--- src/vcd_regs.svh ---
`ifndef VCD_REGS_SVH
`define VCD_REGS_SVH

// register indices; byte address is four times the index
`define VCD_IDX_INT_SRC   8'h0c
`define VCD_IDX_CFG       8'h5f
`define VCD_IDX_THS_MSB   8'h60
`define VCD_IDX_THS_LSB   8'h61
`define VCD_IDX_CNT       8'h62
`define VCD_IDX_INITX_MSB 8'h63
`define VCD_IDX_INITX_LSB 8'h64
`define VCD_IDX_INITY_MSB 8'h65
`define VCD_IDX_INITY_LSB 8'h66
`define VCD_IDX_INITZ_MSB 8'h67
`define VCD_IDX_INITZ_LSB 8'h68
`define VCD_IDX_IRQ_STS   8'h70
`define VCD_IDX_IRQ_CLR   8'h71
`define VCD_IDX_IRQ_EN    8'h72

// configuration fields
`define VCD_CFG_ELE       6
`define VCD_CFG_INITM     5
`define VCD_CFG_UPDM      4
`define VCD_CFG_EN        3
`define VCD_CFG_WMASK     8'h78
`define VCD_THS_DBCNTM    7
`define VCD_THS_MSB_MASK  8'h9f
`define VCD_INIT_MSB_MASK 8'h3f
`define VCD_INT_SRC_VECM  1

// interrupt status bits
`define VCD_IRQ_TRIG      0
`define VCD_IRQ_FALL      1
`define VCD_IRQ_MASK      8'h03

`define VCD_RST8          8'h00
`define VCD_RESP_OKAY     2'b00
`define VCD_RESP_SLVERR   2'b10

`endif

--- src/vcd_pkg.sv ---
`default_nettype none
package vcd_pkg;
    typedef logic signed [13:0] vcd_axis_t;
    typedef logic [12:0]        vcd_ths_t;
    typedef logic [7:0]         vcd_reg_t;
    typedef struct packed {
        vcd_axis_t x;
        vcd_axis_t y;
        vcd_axis_t z;
    } vcd_vec_t;
endpackage
`default_nettype wire

--- src/vcd_cmp_if.sv ---
`default_nettype none
interface vcd_cmp_if;
    import vcd_pkg::*;
    vcd_vec_t smp;
    vcd_vec_t refv;
    vcd_ths_t ths;
    logic     above;
    modport drv (output smp, output refv, output ths, input above);
    modport cmp (input smp, input refv, input ths, output above);
endinterface
`default_nettype wire

--- src/vcd_top.sv ---
// Functional notes
// RULE1: event when vector distance exceeds threshold past the debounce count.
// RULE2: reference is the internal copy or the initial-reference registers.
// RULE3: internal reference values are never readable over the bus.
// RULE4: latch select 0 makes the flag follow the debounced condition.
// RULE5: latch select 1 holds the flag until interrupt source is read.
// RULE6: source select 0 captures the live sample at enable.
// RULE7: source select 1 loads the initial-reference registers at enable.
// RULE8: hold select 0 replaces the reference with the sample on trigger.
// RULE9: hold select 1 keeps the reference unchanged on trigger.
// RULE10: both selects set make initial-reference writes act at once.
// RULE11: enable starts detection and loads reference; clearing stops it.
// RULE12: host keeps output sample rate at or below 400 Hz.
// RULE13: configuration bits: reserved, latch, source, hold, enable, reserved; reset zero.
// RULE14: debounce period is count times one sample period.
// RULE15: below threshold the counter decrements or clears per clear select.
// RULE16: threshold is 13-bit unsigned, five upper and eight lower bits.
// RULE17: initial references are signed 14-bit, six upper and eight lower.
// RULE18: condition and counter advance once per new sample.
// RULE19: compare squared distance against squared threshold.
//
// The AXI4-Lite slave port was chosen for this implementation.
`include "vcd_regs.svh"
`default_nettype none
module vcd_top #(
    parameter int AW = 12,
    parameter int CW = 8
) (
    // clock and reset
    input  wire logic              aclk,
    input  wire logic              aresetn,
    // acceleration samples
    input  wire logic              smp_valid,
    input  wire vcd_pkg::vcd_axis_t smp_x,
    input  wire vcd_pkg::vcd_axis_t smp_y,
    input  wire vcd_pkg::vcd_axis_t smp_z,
    // event outputs
    output logic                   event_flag_q,
    output logic                   irq_q,
    // axi4-lite write address
    input  wire logic [AW-1:0]     s_axi_awaddr,
    input  wire logic              s_axi_awvalid,
    output logic                   s_axi_awready,
    // axi4-lite write data
    input  wire logic [31:0]       s_axi_wdata,
    input  wire logic [3:0]        s_axi_wstrb,
    input  wire logic              s_axi_wvalid,
    output logic                   s_axi_wready,
    // axi4-lite write response
    output logic [1:0]             s_axi_bresp,
    output logic                   s_axi_bvalid,
    input  wire logic              s_axi_bready,
    // axi4-lite read address
    input  wire logic [AW-1:0]     s_axi_araddr,
    input  wire logic              s_axi_arvalid,
    output logic                   s_axi_arready,
    // axi4-lite read data
    output logic [31:0]            s_axi_rdata,
    output logic [1:0]             s_axi_rresp,
    output logic                   s_axi_rvalid,
    input  wire logic              s_axi_rready
);
    import vcd_pkg::*;

    function automatic vcd_reg_t reg_idx(input logic [AW-1:0] addr);
        return vcd_reg_t'(addr >> 2);
    endfunction

    function automatic logic idx_ok(input logic [AW-1:0] addr);
        return (addr >> 2) <= (AW)'(8'hff);
    endfunction

    // registers
    vcd_reg_t  cfg_q;
    vcd_reg_t  ths_msb_q;
    vcd_reg_t  ths_lsb_q;
    vcd_reg_t  cnt_lim_q;
    vcd_axis_t initx_q;
    vcd_axis_t inity_q;
    vcd_axis_t initz_q;
    vcd_reg_t  irq_sts_q;
    vcd_reg_t  irq_en_q;
    vcd_vec_t  ref_q;
    vcd_vec_t  last_q;
    logic      en_prev_q;
    logic      latch_q;

    // bus state
    logic          aw_full_q;
    logic          w_full_q;
    logic [AW-1:0] waddr_q;
    logic [31:0]   wdata_q;
    logic          wlane_q;
    logic          do_wr;
    vcd_reg_t      widx;
    vcd_reg_t      wval;
    logic          rd_hs;
    logic          int_src_rd;
    vcd_reg_t      ridx;
    vcd_reg_t      rval;
    logic          rhit;

    // detector signals
    vcd_cmp_if     cmp ();
    logic          en;
    logic          initm;
    logic          updm;
    logic          ele;
    logic [CW-1:0] dbc_cnt;
    logic          rt;
    logic          trig;
    logic          fall;
    vcd_vec_t      init_vec;
    vcd_reg_t      irq_set;
    vcd_reg_t      irq_clr;

    assign en       = cfg_q[`VCD_CFG_EN];
    assign initm    = cfg_q[`VCD_CFG_INITM];
    assign updm     = cfg_q[`VCD_CFG_UPDM];
    assign ele      = cfg_q[`VCD_CFG_ELE];
    assign init_vec = '{x: initx_q, y: inity_q, z: initz_q};

    // write channel: address and data taken in either order
    assign do_wr = aw_full_q && w_full_q && !s_axi_bvalid;
    assign widx  = reg_idx(waddr_q);
    assign wval  = wdata_q[7:0];

    always_ff @(posedge aclk) begin
        if (!aresetn) begin
            aw_full_q     <= 1'b0;
            s_axi_awready <= 1'b1;
            waddr_q       <= '0;
        end else if (s_axi_awvalid && s_axi_awready) begin
            aw_full_q     <= 1'b1;
            s_axi_awready <= 1'b0;
            waddr_q       <= s_axi_awaddr;
        end else if (do_wr) begin
            aw_full_q     <= 1'b0;
        end else if (s_axi_bvalid && s_axi_bready) begin
            s_axi_awready <= 1'b1;
        end
    end

    always_ff @(posedge aclk) begin
        if (!aresetn) begin
            w_full_q     <= 1'b0;
            s_axi_wready <= 1'b1;
            wdata_q      <= '0;
            wlane_q      <= 1'b0;
        end else if (s_axi_wvalid && s_axi_wready) begin
            w_full_q     <= 1'b1;
            s_axi_wready <= 1'b0;
            wdata_q      <= s_axi_wdata;
            wlane_q      <= s_axi_wstrb[0];
        end else if (do_wr) begin
            w_full_q     <= 1'b0;
        end else if (s_axi_bvalid && s_axi_bready) begin
            s_axi_wready <= 1'b1;
        end
    end

    always_ff @(posedge aclk) begin
        if (!aresetn) begin
            s_axi_bvalid <= 1'b0;
            s_axi_bresp  <= `VCD_RESP_OKAY;
        end else if (do_wr) begin
            s_axi_bvalid <= 1'b1;
            s_axi_bresp  <= rhit_w(widx) && idx_ok(waddr_q) ? `VCD_RESP_OKAY : `VCD_RESP_SLVERR;
        end else if (s_axi_bready) begin
            s_axi_bvalid <= 1'b0;
        end
    end

    function automatic logic rhit_w(input vcd_reg_t i);
        return i == `VCD_IDX_INT_SRC || (i >= `VCD_IDX_CFG && i <= `VCD_IDX_INITZ_LSB)
            || (i >= `VCD_IDX_IRQ_STS && i <= `VCD_IDX_IRQ_EN);
    endfunction

    // RULE13: configuration layout
    always_ff @(posedge aclk) begin
        if (!aresetn) begin
            cfg_q     <= `VCD_RST8;
            ths_msb_q <= `VCD_RST8;
            ths_lsb_q <= `VCD_RST8;
            cnt_lim_q <= `VCD_RST8;
        end else if (do_wr && wlane_q) begin
            case (widx)
                `VCD_IDX_CFG:     cfg_q     <= wval & `VCD_CFG_WMASK;
                // RULE16: threshold halves
                `VCD_IDX_THS_MSB: ths_msb_q <= wval & `VCD_THS_MSB_MASK;
                `VCD_IDX_THS_LSB: ths_lsb_q <= wval;
                `VCD_IDX_CNT:     cnt_lim_q <= wval;
                default: begin
                end
            endcase
        end
    end

    // RULE17: signed initial references
    always_ff @(posedge aclk) begin
        if (!aresetn) begin
            initx_q <= '0;
            inity_q <= '0;
            initz_q <= '0;
        end else if (do_wr && wlane_q) begin
            case (widx)
                `VCD_IDX_INITX_MSB: initx_q[13:8] <= wval[5:0];
                `VCD_IDX_INITX_LSB: initx_q[7:0]  <= wval;
                `VCD_IDX_INITY_MSB: inity_q[13:8] <= wval[5:0];
                `VCD_IDX_INITY_LSB: inity_q[7:0]  <= wval;
                `VCD_IDX_INITZ_MSB: initz_q[13:8] <= wval[5:0];
                `VCD_IDX_INITZ_LSB: initz_q[7:0]  <= wval;
                default: begin
                end
            endcase
        end
    end

    // read channel
    assign rd_hs      = s_axi_arvalid && s_axi_arready;
    assign ridx       = reg_idx(s_axi_araddr);
    assign int_src_rd = rd_hs && ridx == `VCD_IDX_INT_SRC;

    // RULE3: reference copy not mapped
    always_comb begin
        rhit = idx_ok(s_axi_araddr) && rhit_w(ridx) && ridx != `VCD_IDX_IRQ_CLR;
        case (ridx)
            `VCD_IDX_INT_SRC:   rval = vcd_reg_t'({event_flag_q, 1'b0}) & `VCD_IRQ_MASK;
            `VCD_IDX_CFG:       rval = cfg_q;
            `VCD_IDX_THS_MSB:   rval = ths_msb_q;
            `VCD_IDX_THS_LSB:   rval = ths_lsb_q;
            `VCD_IDX_CNT:       rval = cnt_lim_q;
            `VCD_IDX_INITX_MSB: rval = {2'b00, initx_q[13:8]};
            `VCD_IDX_INITX_LSB: rval = initx_q[7:0];
            `VCD_IDX_INITY_MSB: rval = {2'b00, inity_q[13:8]};
            `VCD_IDX_INITY_LSB: rval = inity_q[7:0];
            `VCD_IDX_INITZ_MSB: rval = {2'b00, initz_q[13:8]};
            `VCD_IDX_INITZ_LSB: rval = initz_q[7:0];
            `VCD_IDX_IRQ_STS:   rval = irq_sts_q;
            `VCD_IDX_IRQ_EN:    rval = irq_en_q;
            default:            rval = `VCD_RST8;
        endcase
        if (!rhit) begin
            rval = `VCD_RST8;
        end
    end

    always_ff @(posedge aclk) begin
        if (!aresetn) begin
            s_axi_arready <= 1'b1;
            s_axi_rvalid  <= 1'b0;
            s_axi_rdata   <= '0;
            s_axi_rresp   <= `VCD_RESP_OKAY;
        end else if (rd_hs) begin
            s_axi_arready <= 1'b0;
            s_axi_rvalid  <= 1'b1;
            s_axi_rdata   <= {24'h000000, rval};
            s_axi_rresp   <= rhit ? `VCD_RESP_OKAY : `VCD_RESP_SLVERR;
        end else if (s_axi_rvalid && s_axi_rready) begin
            s_axi_arready <= 1'b1;
            s_axi_rvalid  <= 1'b0;
        end
    end

    // last sample seen, for capture at enable
    always_ff @(posedge aclk) begin
        if (!aresetn) begin
            last_q <= '0;
        end else if (smp_valid) begin
            last_q <= '{x: smp_x, y: smp_y, z: smp_z};
        end
    end

    always_ff @(posedge aclk) begin
        if (!aresetn) begin
            en_prev_q <= 1'b0;
        end else begin
            en_prev_q <= en;
        end
    end

    // RULE11: load reference on enable
    always_ff @(posedge aclk) begin
        if (!aresetn) begin
            ref_q <= '0;
        end else if (en && !en_prev_q) begin
            // RULE6: live sample / RULE7: initial registers
            ref_q <= initm ? init_vec : last_q;
        // RULE8: follow sample on trigger
        end else if (trig && !updm) begin
            ref_q <= last_q;
        end
        // RULE9: hold keeps ref_q untouched
    end

    // RULE2: reference select
    // RULE10: initial registers act live
    assign cmp.refv = (initm && updm) ? init_vec : ref_q;
    assign cmp.smp  = '{x: smp_x, y: smp_y, z: smp_z};
    assign cmp.ths  = {ths_msb_q[4:0], ths_lsb_q};

    vcd_dist u_dist (
        .c (cmp.cmp)
    );

    // RULE1: debounced trigger
    vcd_debounce #(
        .CW (CW)
    ) u_dbc (
        .aclk     (aclk),
        .aresetn  (aresetn),
        .en       (en && en_prev_q),
        .smp      (smp_valid),
        .cond     (cmp.above),
        .limit    (cnt_lim_q[CW-1:0]),
        .clr_mode (ths_msb_q[`VCD_THS_DBCNTM]),
        .cnt_q    (dbc_cnt),
        .rt_q     (rt),
        .trig_q   (trig),
        .fall_q   (fall)
    );

    // RULE5: latched until source read, set wins
    always_ff @(posedge aclk) begin
        if (!aresetn) begin
            latch_q <= 1'b0;
        end else if (trig && ele) begin
            latch_q <= 1'b1;
        end else if (int_src_rd || !ele) begin
            latch_q <= 1'b0;
        end
    end

    // RULE4: real-time or latched
    always_ff @(posedge aclk) begin
        if (!aresetn) begin
            event_flag_q <= 1'b0;
        end else if (ele) begin
            event_flag_q <= trig || (latch_q && !int_src_rd);
        end else begin
            event_flag_q <= rt;
        end
    end

    // interrupt status, clear register, enable
    always_comb begin
        irq_set = `VCD_RST8;
        irq_set[`VCD_IRQ_TRIG] = trig;
        irq_set[`VCD_IRQ_FALL] = fall;
        irq_clr = (do_wr && wlane_q && widx == `VCD_IDX_IRQ_CLR) ? wval : `VCD_RST8;
    end

    always_ff @(posedge aclk) begin
        if (!aresetn) begin
            irq_sts_q <= `VCD_RST8;
            irq_en_q  <= `VCD_RST8;
            irq_q     <= 1'b0;
        end else begin
            irq_sts_q <= ((irq_sts_q & ~irq_clr) | irq_set) & `VCD_IRQ_MASK;
            if (do_wr && wlane_q && widx == `VCD_IDX_IRQ_EN) begin
                irq_en_q <= wval & `VCD_IRQ_MASK;
            end
            irq_q <= |(irq_sts_q & irq_en_q);
        end
    end

    // debounce count visible only inside
    logic unused_ok;
    assign unused_ok = ^{dbc_cnt, wdata_q[31:8]};
endmodule
`default_nettype wire

--- src/vcd_dist.sv ---
`default_nettype none
module vcd_dist (
    // sample, reference, threshold
    vcd_cmp_if.cmp c
);
    import vcd_pkg::*;

    function automatic logic [27:0] sq_diff(input vcd_axis_t a, input vcd_axis_t b);
        logic signed [14:0] d;
        logic [14:0]        m;
        d = $signed({a[13], a}) - $signed({b[13], b});
        m = d[14] ? 15'(-d) : 15'(d);
        return 28'({13'h0000, m} * {13'h0000, m});
    endfunction

    logic [29:0] sum;
    logic [25:0] thsq;

    // RULE19: squared compare
    always_comb begin
        sum = 30'(sq_diff(c.smp.x, c.refv.x)) + 30'(sq_diff(c.smp.y, c.refv.y))
            + 30'(sq_diff(c.smp.z, c.refv.z));
        thsq = 26'({13'h0000, c.ths} * {13'h0000, c.ths});
        // RULE1: distance above threshold
        c.above = sum > {4'h0, thsq};
    end
endmodule
`default_nettype wire

--- src/vcd_debounce.sv ---
`default_nettype none
module vcd_debounce #(
    parameter int CW = 8
) (
    // clock and reset
    input  wire logic          aclk,
    input  wire logic          aresetn,
    // control
    input  wire logic          en,
    input  wire logic          smp,
    input  wire logic          cond,
    input  wire logic [CW-1:0] limit,
    input  wire logic          clr_mode,
    // state
    output logic      [CW-1:0] cnt_q,
    output logic               rt_q,
    output logic               trig_q,
    output logic               fall_q
);
    logic [CW-1:0] cnt_d;

    always_comb begin
        if (cond) begin
            cnt_d = (cnt_q < limit) ? CW'(cnt_q + 1'b1) : cnt_q;
        // RULE15: decrement or clear
        end else if (clr_mode || cnt_q == '0) begin
            cnt_d = '0;
        end else begin
            cnt_d = CW'(cnt_q - 1'b1);
        end
    end

    // RULE18: one step per sample
    always_ff @(posedge aclk) begin
        if (!aresetn || !en) begin
            cnt_q <= '0;
        end else if (smp) begin
            cnt_q <= cnt_d;
        end
    end

    // RULE4: real-time debounced flag
    always_ff @(posedge aclk) begin
        if (!aresetn || !en) begin
            rt_q   <= 1'b0;
            trig_q <= 1'b0;
            fall_q <= 1'b0;
        end else begin
            trig_q <= 1'b0;
            fall_q <= 1'b0;
            // RULE14: count of samples
            if (smp && cond && cnt_d >= limit && !rt_q) begin
                rt_q   <= 1'b1;
                trig_q <= 1'b1;
            end else if (smp && !cond && cnt_d == '0 && rt_q) begin
                rt_q   <= 1'b0;
                fall_q <= 1'b1;
            end
        end
    end
endmodule
`default_nettype wire

--- config.mk ---
export PLATFORM = sky130hd
export DESIGN_NAME = vcd_top
export DESIGN_NICKNAME = d
export VERILOG_FILES = /design/src/vcd_pkg.sv /design/src/vcd_cmp_if.sv /design/src/vcd_top.sv /design/src/vcd_dist.sv /design/src/vcd_debounce.sv
export VERILOG_INCLUDE_DIRS = /design/src
export SDC_FILE = /design/constraint.sdc
export NUM_CORES = 2
export LEC_CHECK = 0
export BUFFER_PORTS_ARGS = -buffer_cell sky130_fd_sc_hd__buf_2
export CAP_MARGIN = 20
export CORE_MARGIN = 3
export CORE_UTILIZATION = 60
export CTS_CLUSTER_DIAMETER = 80
export CTS_CLUSTER_SIZE = 25
export DETAILED_ROUTE_END_ITERATION = 7
export PLACE_DENSITY_LB_ADDON = 0.2
export SLEW_MARGIN = 10
export SYNTH_ARGS = -nofsm -noshare
export SYNTH_HDL_FRONTEND = slang
export SYNTH_HIERARCHICAL = 1
export SYNTH_SLANG_ARGS = --single-unit
--- constraint.sdc ---
create_clock -name aclk -period 31.3 [get_ports aclk]
set_input_delay 3.13 -clock aclk [delete_from_list [all_inputs] [get_ports aclk]]
set_output_delay 3.13 -clock aclk [all_outputs]
set_load 0.005 [all_outputs]
# Yosys cells after proc, flatten, opt, wreduce, memory -nomap -nowiden
# Cells that the tools add are included.
# word_totals
ramBits	0
latch_bits	0
word_cells	206
in_bits	110
register_bits	211
mem_bits_ro	0
n_memories	0
# classes
muxes	35
bitwise_logic	4
reduce_logical	72
n_mul	4
eq_ne	29
shift	0
n_div	0
add_sub_neg	10
n_lt_le_gt_ge	13
# ops
op	count
8-bit by 7-bit == test with 1-bit output, second input constant	24
42-bit 2-to-1 mux	4
8-bit one-hot mux with 13 select lines	1
15-bit by 15-bit multiplier with 28-bit output	3
15-bit 2-to-1 mux	3
15-bit negation	3
14-bit by 14-bit subtractor with 15-bit output	3
8-bit by 7-bit >= comparator with 1-bit output, second input constant	4
8-bit by 7-bit <= comparator with 1-bit output, second input constant	4
8-bit 2-to-1 mux	4
30-bit by 28-bit adder with 30-bit output	1
30-bit by 26-bit > comparator with 1-bit output	1
1-bit logical AND	30
28-bit by 28-bit adder with 29-bit output	1
13-bit by 13-bit multiplier with 26-bit output	1
2-bit AND reduction	12
10-bit by 8-bit <= comparator with 1-bit output, second input constant	2
1-bit 2-to-1 mux	20
2-bit nonzero test	9
8-bit by 4-bit == test with 1-bit output, second input constant	2
8-bit zero test	2
1-bit zero test	9
8-bit by 1-bit adder with 8-bit output, second input constant	1
8-bit >= comparator	1
11 further kinds	22

# Depth between registers and ports, before layout
# logic_depth
word_depth	15
ltp_mapped	71
ltp_nobuf	69

# Modules after synthesis
# Netlist, hierarchy kept.
# modules_own_cells
mod	cells_per_inst	instances	area_each_um2
vcd_dist	3122	1	27014.7
vcd_top	957	1	9440.3
vcd_debounce	154	1	1242.4

# Worst setup path before layout
# No wires, ideal clock.
# synth_timing
kind	input -> register
startpoint	input port smp_y[0]
endpoint	register u_dbc.rt_q
setup_slack_ns	15.048
setup_ns	0.125
path_buffers	2
arrival_ns	16.127
path_stages	63
required_ns	31.175
cell_sequence	inv_1 ha_1 fa_1 nor2b_1 o31a_1 o211ai_1 a21oi_1 o21ai_1 o22ai_1 buf_2 nor2_1 xnor2_1 buf_2 nand2_1 fa_1 fa_1 inv_1 fa_1 (+27 left out) nor2b_1 o21ai_0 nand2b_1 nor4_1 a21oi_1 a311o_1 a2111o_1 or3_4 nor3_1 xnor2_1 o22ai_1 a22oi_1 inv_1 ha_1 and2_1 o21ai_0 nand3_1 o41a_1
# synth_between
elab_chain_len	12
# synth_lines
element	line_no	source
start: declaration	vcd_top.sv:35	input wire vcd_pkg::vcd_axis_t smp_y,
14-bit by 14-bit subtractor with 15-bit output (*)	vcd_dist.sv:11	d = $signed({a[13], a}) - $signed({b[13], b});
15-bit negation	vcd_dist.sv:12	m = d[14] ? 15'(-d) : 15'(d);
15-bit 2-to-1 mux (*)	vcd_dist.sv:12	
15-bit by 15-bit multiplier with 28-bit output (*)	vcd_dist.sv:13	return 28'({13'h0000, m} * {13'h0000, m});
28-bit by 28-bit adder with 29-bit output (*)	vcd_dist.sv:21	sum = 30'(sq_diff(c.smp.x, c.refv.x)) + 30'(sq_diff(c.smp.y, c.refv.y))
30-bit by 28-bit adder with 30-bit output (*)	vcd_dist.sv:22	+ 30'(sq_diff(c.smp.z, c.refv.z));
30-bit by 26-bit > comparator with 1-bit output (*)	vcd_dist.sv:25	c.above = sum > {4'h0, thsq};
named net cmp.above	vcd_cmp_if.sv:7	logic above;
8-bit 2-to-1 mux (*)	vcd_debounce.sv:23	if (cond) begin
named net u_dbc.cnt_d[7]	vcd_debounce.sv:20	logic [CW-1:0] cnt_d;
8-bit >= comparator or 8-bit zero test (tied branches)	vcd_debounce.sv:52, vcd_debounce.sv:55	
1-bit logical AND (on tied branches) (2 in a row)	vcd_debounce.sv:52, vcd_debounce.sv:55	
1-bit 2-to-1 mux or 2-bit nonzero test (tied branches)	n/a	
end signal: assignment	vcd_debounce.sv:45	rt_q <= 1'b0;
end signal: assignment	vcd_debounce.sv:53	rt_q <= 1'b1;
end signal: assignment	vcd_debounce.sv:56	rt_q <= 1'b0;
end: declaration	vcd_debounce.sv:16	output logic rt_q,
# Mark *: on every way through the listed nets, which the timed path passes. The rest lies on a longest branch.
# A chain may end at the register's enable or synchronous reset.

# Worst setup path after layout
# layout_timing
startpoint	input port smp_z[0]
endpoint	register u_dbc.rt_q
# layout_between
elab_chain_len	11
# layout_lines
element	line_no	source
start: declaration	vcd_top.sv:36	input wire vcd_pkg::vcd_axis_t smp_z,
14-bit by 14-bit subtractor with 15-bit output (*)	vcd_dist.sv:11	
15-bit negation	vcd_dist.sv:12	
15-bit 2-to-1 mux (*)	vcd_dist.sv:12	
15-bit by 15-bit multiplier with 28-bit output (*)	vcd_dist.sv:13	
30-bit by 28-bit adder with 30-bit output (*)	vcd_dist.sv:22	
30-bit by 26-bit > comparator with 1-bit output (*)	vcd_dist.sv:25	
named net cmp.above	vcd_cmp_if.sv:7	
8-bit 2-to-1 mux (*)	vcd_debounce.sv:23	
named net u_dbc.cnt_d[7]	vcd_debounce.sv:20	
8-bit >= comparator or 8-bit zero test (tied branches)	vcd_debounce.sv:52, vcd_debounce.sv:55	
1-bit logical AND (on tied branches) (2 in a row)	vcd_debounce.sv:52, vcd_debounce.sv:55	
1-bit 2-to-1 mux or 2-bit nonzero test (tied branches)	n/a	
# Marks and branches as above.

==> metrics.md <==
| Metric | Value |
|---|---|
| Pin count of the biggest net entering global routing | 85 |
| Grt ovf | 0 |
| Initial antenna violation count | 1 |
| DRC viols | 0 |
| Share of cells above drive strength 1 | between 6 and 7% |
| Sequential element share of the synthesized area | between 10% and 20% |
| Clock skew | approximately 0.037 ns |
| Area leader, netlist | fa_1 |
| Post-CTS resize count | 0 |
| Fmax | between 50 and 60 MHz |
| IO Port Bufs | 95 |
| IO Pins | ~150 |
| CTS Sinks | between 200 and 250 |
| CTS Buffer Depth | 3 |
| Count of cell types in the netlist | 106 |
| Remaining antenna violation count after routing | 0 |
| Mean number of vias per cell | 5.61 |
| Post-synth top flop | dfxtp_1 |
| All-Layer GR Usage | 27.8% |
| Final hold violation count | 0 |
| CTS Root Cell | clkbuf_16 |
| Clk_lat worst skew | around 0.52 ns |
| Row count | just over 90 |
| Syn Inst Count | around 4200 |
| Total setup buffers inserted after CTS | 0 |
| Syn. warnings | 6 |
| Syn_area_per_cell | just under 9 µm² |
| Tmin final | ~18 ns |
| Status | finished clean |
| Routed len/inst | about 18 µm |
| Final Max Tran Viols | 0 |
| Final cell count without fillers | 5127 |
| Clock-pin slew on the worst setup and hold paths | approximately 0.090 ns |
| Crit Path Class | input port to flop |
| Worst hold path type | flop to flop |
| Mapped cell area | 37700 µm² |
| First-pass GRT wire length | between 100 and 150 mm |
| Final Cycle Share | between 50% and 60% |
| Die Wd | approximately 260 µm |
| Cell family with most CP delay | adder cells |
| Via count | approximately 29000 |
| Post-synth EDFFs | 0 |
| Most common cell after layout, fill and taps aside | inv_1 |
| H-tree Lvls | 1 |
| Post-DP Area | between 30000 and 40000 µm² |
| Area contributors post-synth | fa_1, ha_1, dfxtp_1 |
| Max cap viols | 0 |
| CTS tree | yes |
| CP Capture Type | flop |
| Slew @ Worst Pin | 0.991 ns |
| Post-CTS Hold Buffers | 0 |
| Rel. slew slack | 34.0% |
| Async set-reset flop share out of synthesis | 0% |
| Slowest stage delay, CP | 0.61 ns |
| Nets | approximately 5300 |
| Yosys reg bits | around 210 |
| Area Growth Syn to Fin | 4.84% |
| DP HPWL | between 70 and 80 mm |
| Design area | between 30000 and 40000 µm² |
| Die area | 65900 µm² |
| Critical Path RT | ~32 ns |
| GPL Wtd Cong | approximately 0.96 |
| Buf/Inv on CP | 10 |
| TNS Setup | 0 ns |
| Unrepaired setup endpoints after global routing | false |
| Most frequent cells in the layout | inv_1, fa_1, ha_1 |
| Post-Route WL | about 90 mm |
| Vias in the first global route | about 29000 |
| 1st-iter DRT viols | 1868 |
| Largest driver fanout on the critical path | 16 |
| Placed insts | about 5000 |
| Drt pass-1 iters | 6 |
| Initial Util | ~61% |
| Core area | 61900 µm² |
| Setup Viol. Count Final | 0 |
| Post-synth top area share | roughly 29% |
| CTS Buf Count | 15 |
| Fillers | 5375 |
| Register area | around 4100 µm² |
| Arrival time worst endpoint | about 19 ns |
| Slowest cell on the critical path | a2111o_1 |
| Crit start category | input port |
| Area of the multi-input gates | between 30000 and 40000 µm² |
| Chip height | 257 µm |
==> registers in the layout (all words and copies together) (netlist names), 10 cells and up <==
name     cells
inity_q     14
last_q      42
initx_q     14
initz_q     14
ref_q       42
waddr_q     10
==> layout make-up <==
cell class	instances	share of cell area (%)
multi-input combinational	3132	76.1
sequential	207	10.5
inverter	794	7.54
tap	837	2.65
timing repair buffer	131	1.89
clock buffer	18	1.03
clock inverter	6	0.282
antenna	2	0.0127
==> cells in the mapped netlist (14+ instances only) <==
cell type,number
nand2_1,347
clkbuf_1,92
xnor2_1,105
nand3_1,40
a31oi_1,26
o21a_1,33
o21ai_0,82
nor2_1,236
nor3_1,52
or3_1,15
and2_1,85
a21o_1,49
xor2_1,81
a21oi_1,130
o211a_1,42
a21boi_0,32
dfxtp_1,207
o21bai_1,17
mux2i_1,164
nand4_1,15
a211oi_1,20
inv_1,781
ha_1,415
or2_2,17
mux2_2,50
nand2b_1,67
fa_1,539
buf_4,27
and3_1,18
a22oi_1,15
buf_2,21
o211ai_1,14
nor2b_1,160
==> cell families (layout without fill, tap and decap cells) <==
family	after synthesis	in the layout	synth area share, %
AND/OR/NAND/NOR	1116	1116	14.9
adder cells (fa/ha/maj)	954	954	42.4
buffers and inverters	945	949	9.77
AO/OA/AOI/OAI	597	597	11.3
multiplexers	216	216	5.94
flip-flops	207	207	11.0
XOR/XNOR	195	195	4.73
other	3	56	0.0299
==> through the flow <==
step / hold slack (ns) / util (%) / worst slack, ns
2_1_floorplan: 0.418 / - / 15.05
3_3_place_gp: 0.424 / 63.0 / 12.75
3_5_place_dp: 0.430 / 63.0 / 12.61
4_1_cts: 0.453 / 63.8 / 13.13
5_1_grt: 0.471 / 63.8 / 11.95
6_report: 0.448 / 63.8 / 13.04
==> final timing paths <==
check,cells past startpoint,from,to,slack [ns]
max,62,smp_z[0],u_dbc/rt_q,13.04
max reg2reg,64,cfg_q[4],u_dbc/rt_q,14.34
min reg2reg,1,u_dbc/fall_q,irq_sts_q[1],0.45
min,1,u_dbc/fall_q,irq_sts_q[1],0.45
==> layer usage <==
metal | routed length [µm] | up-vias | track usage, %
li1 | - | 13700 | -
met2 | 42100 | 839 | 46.0
met4 | 2130 | 0 | 6.17
met5 | 0 | - | 0
met1 | 40500 | 14100 | 39.2
met3 | 5360 | 119 | 3.63
Power is left out: the tool's default activity adds up to more than one toggle a clock period on the data nets, which glitch-free logic cannot reach.
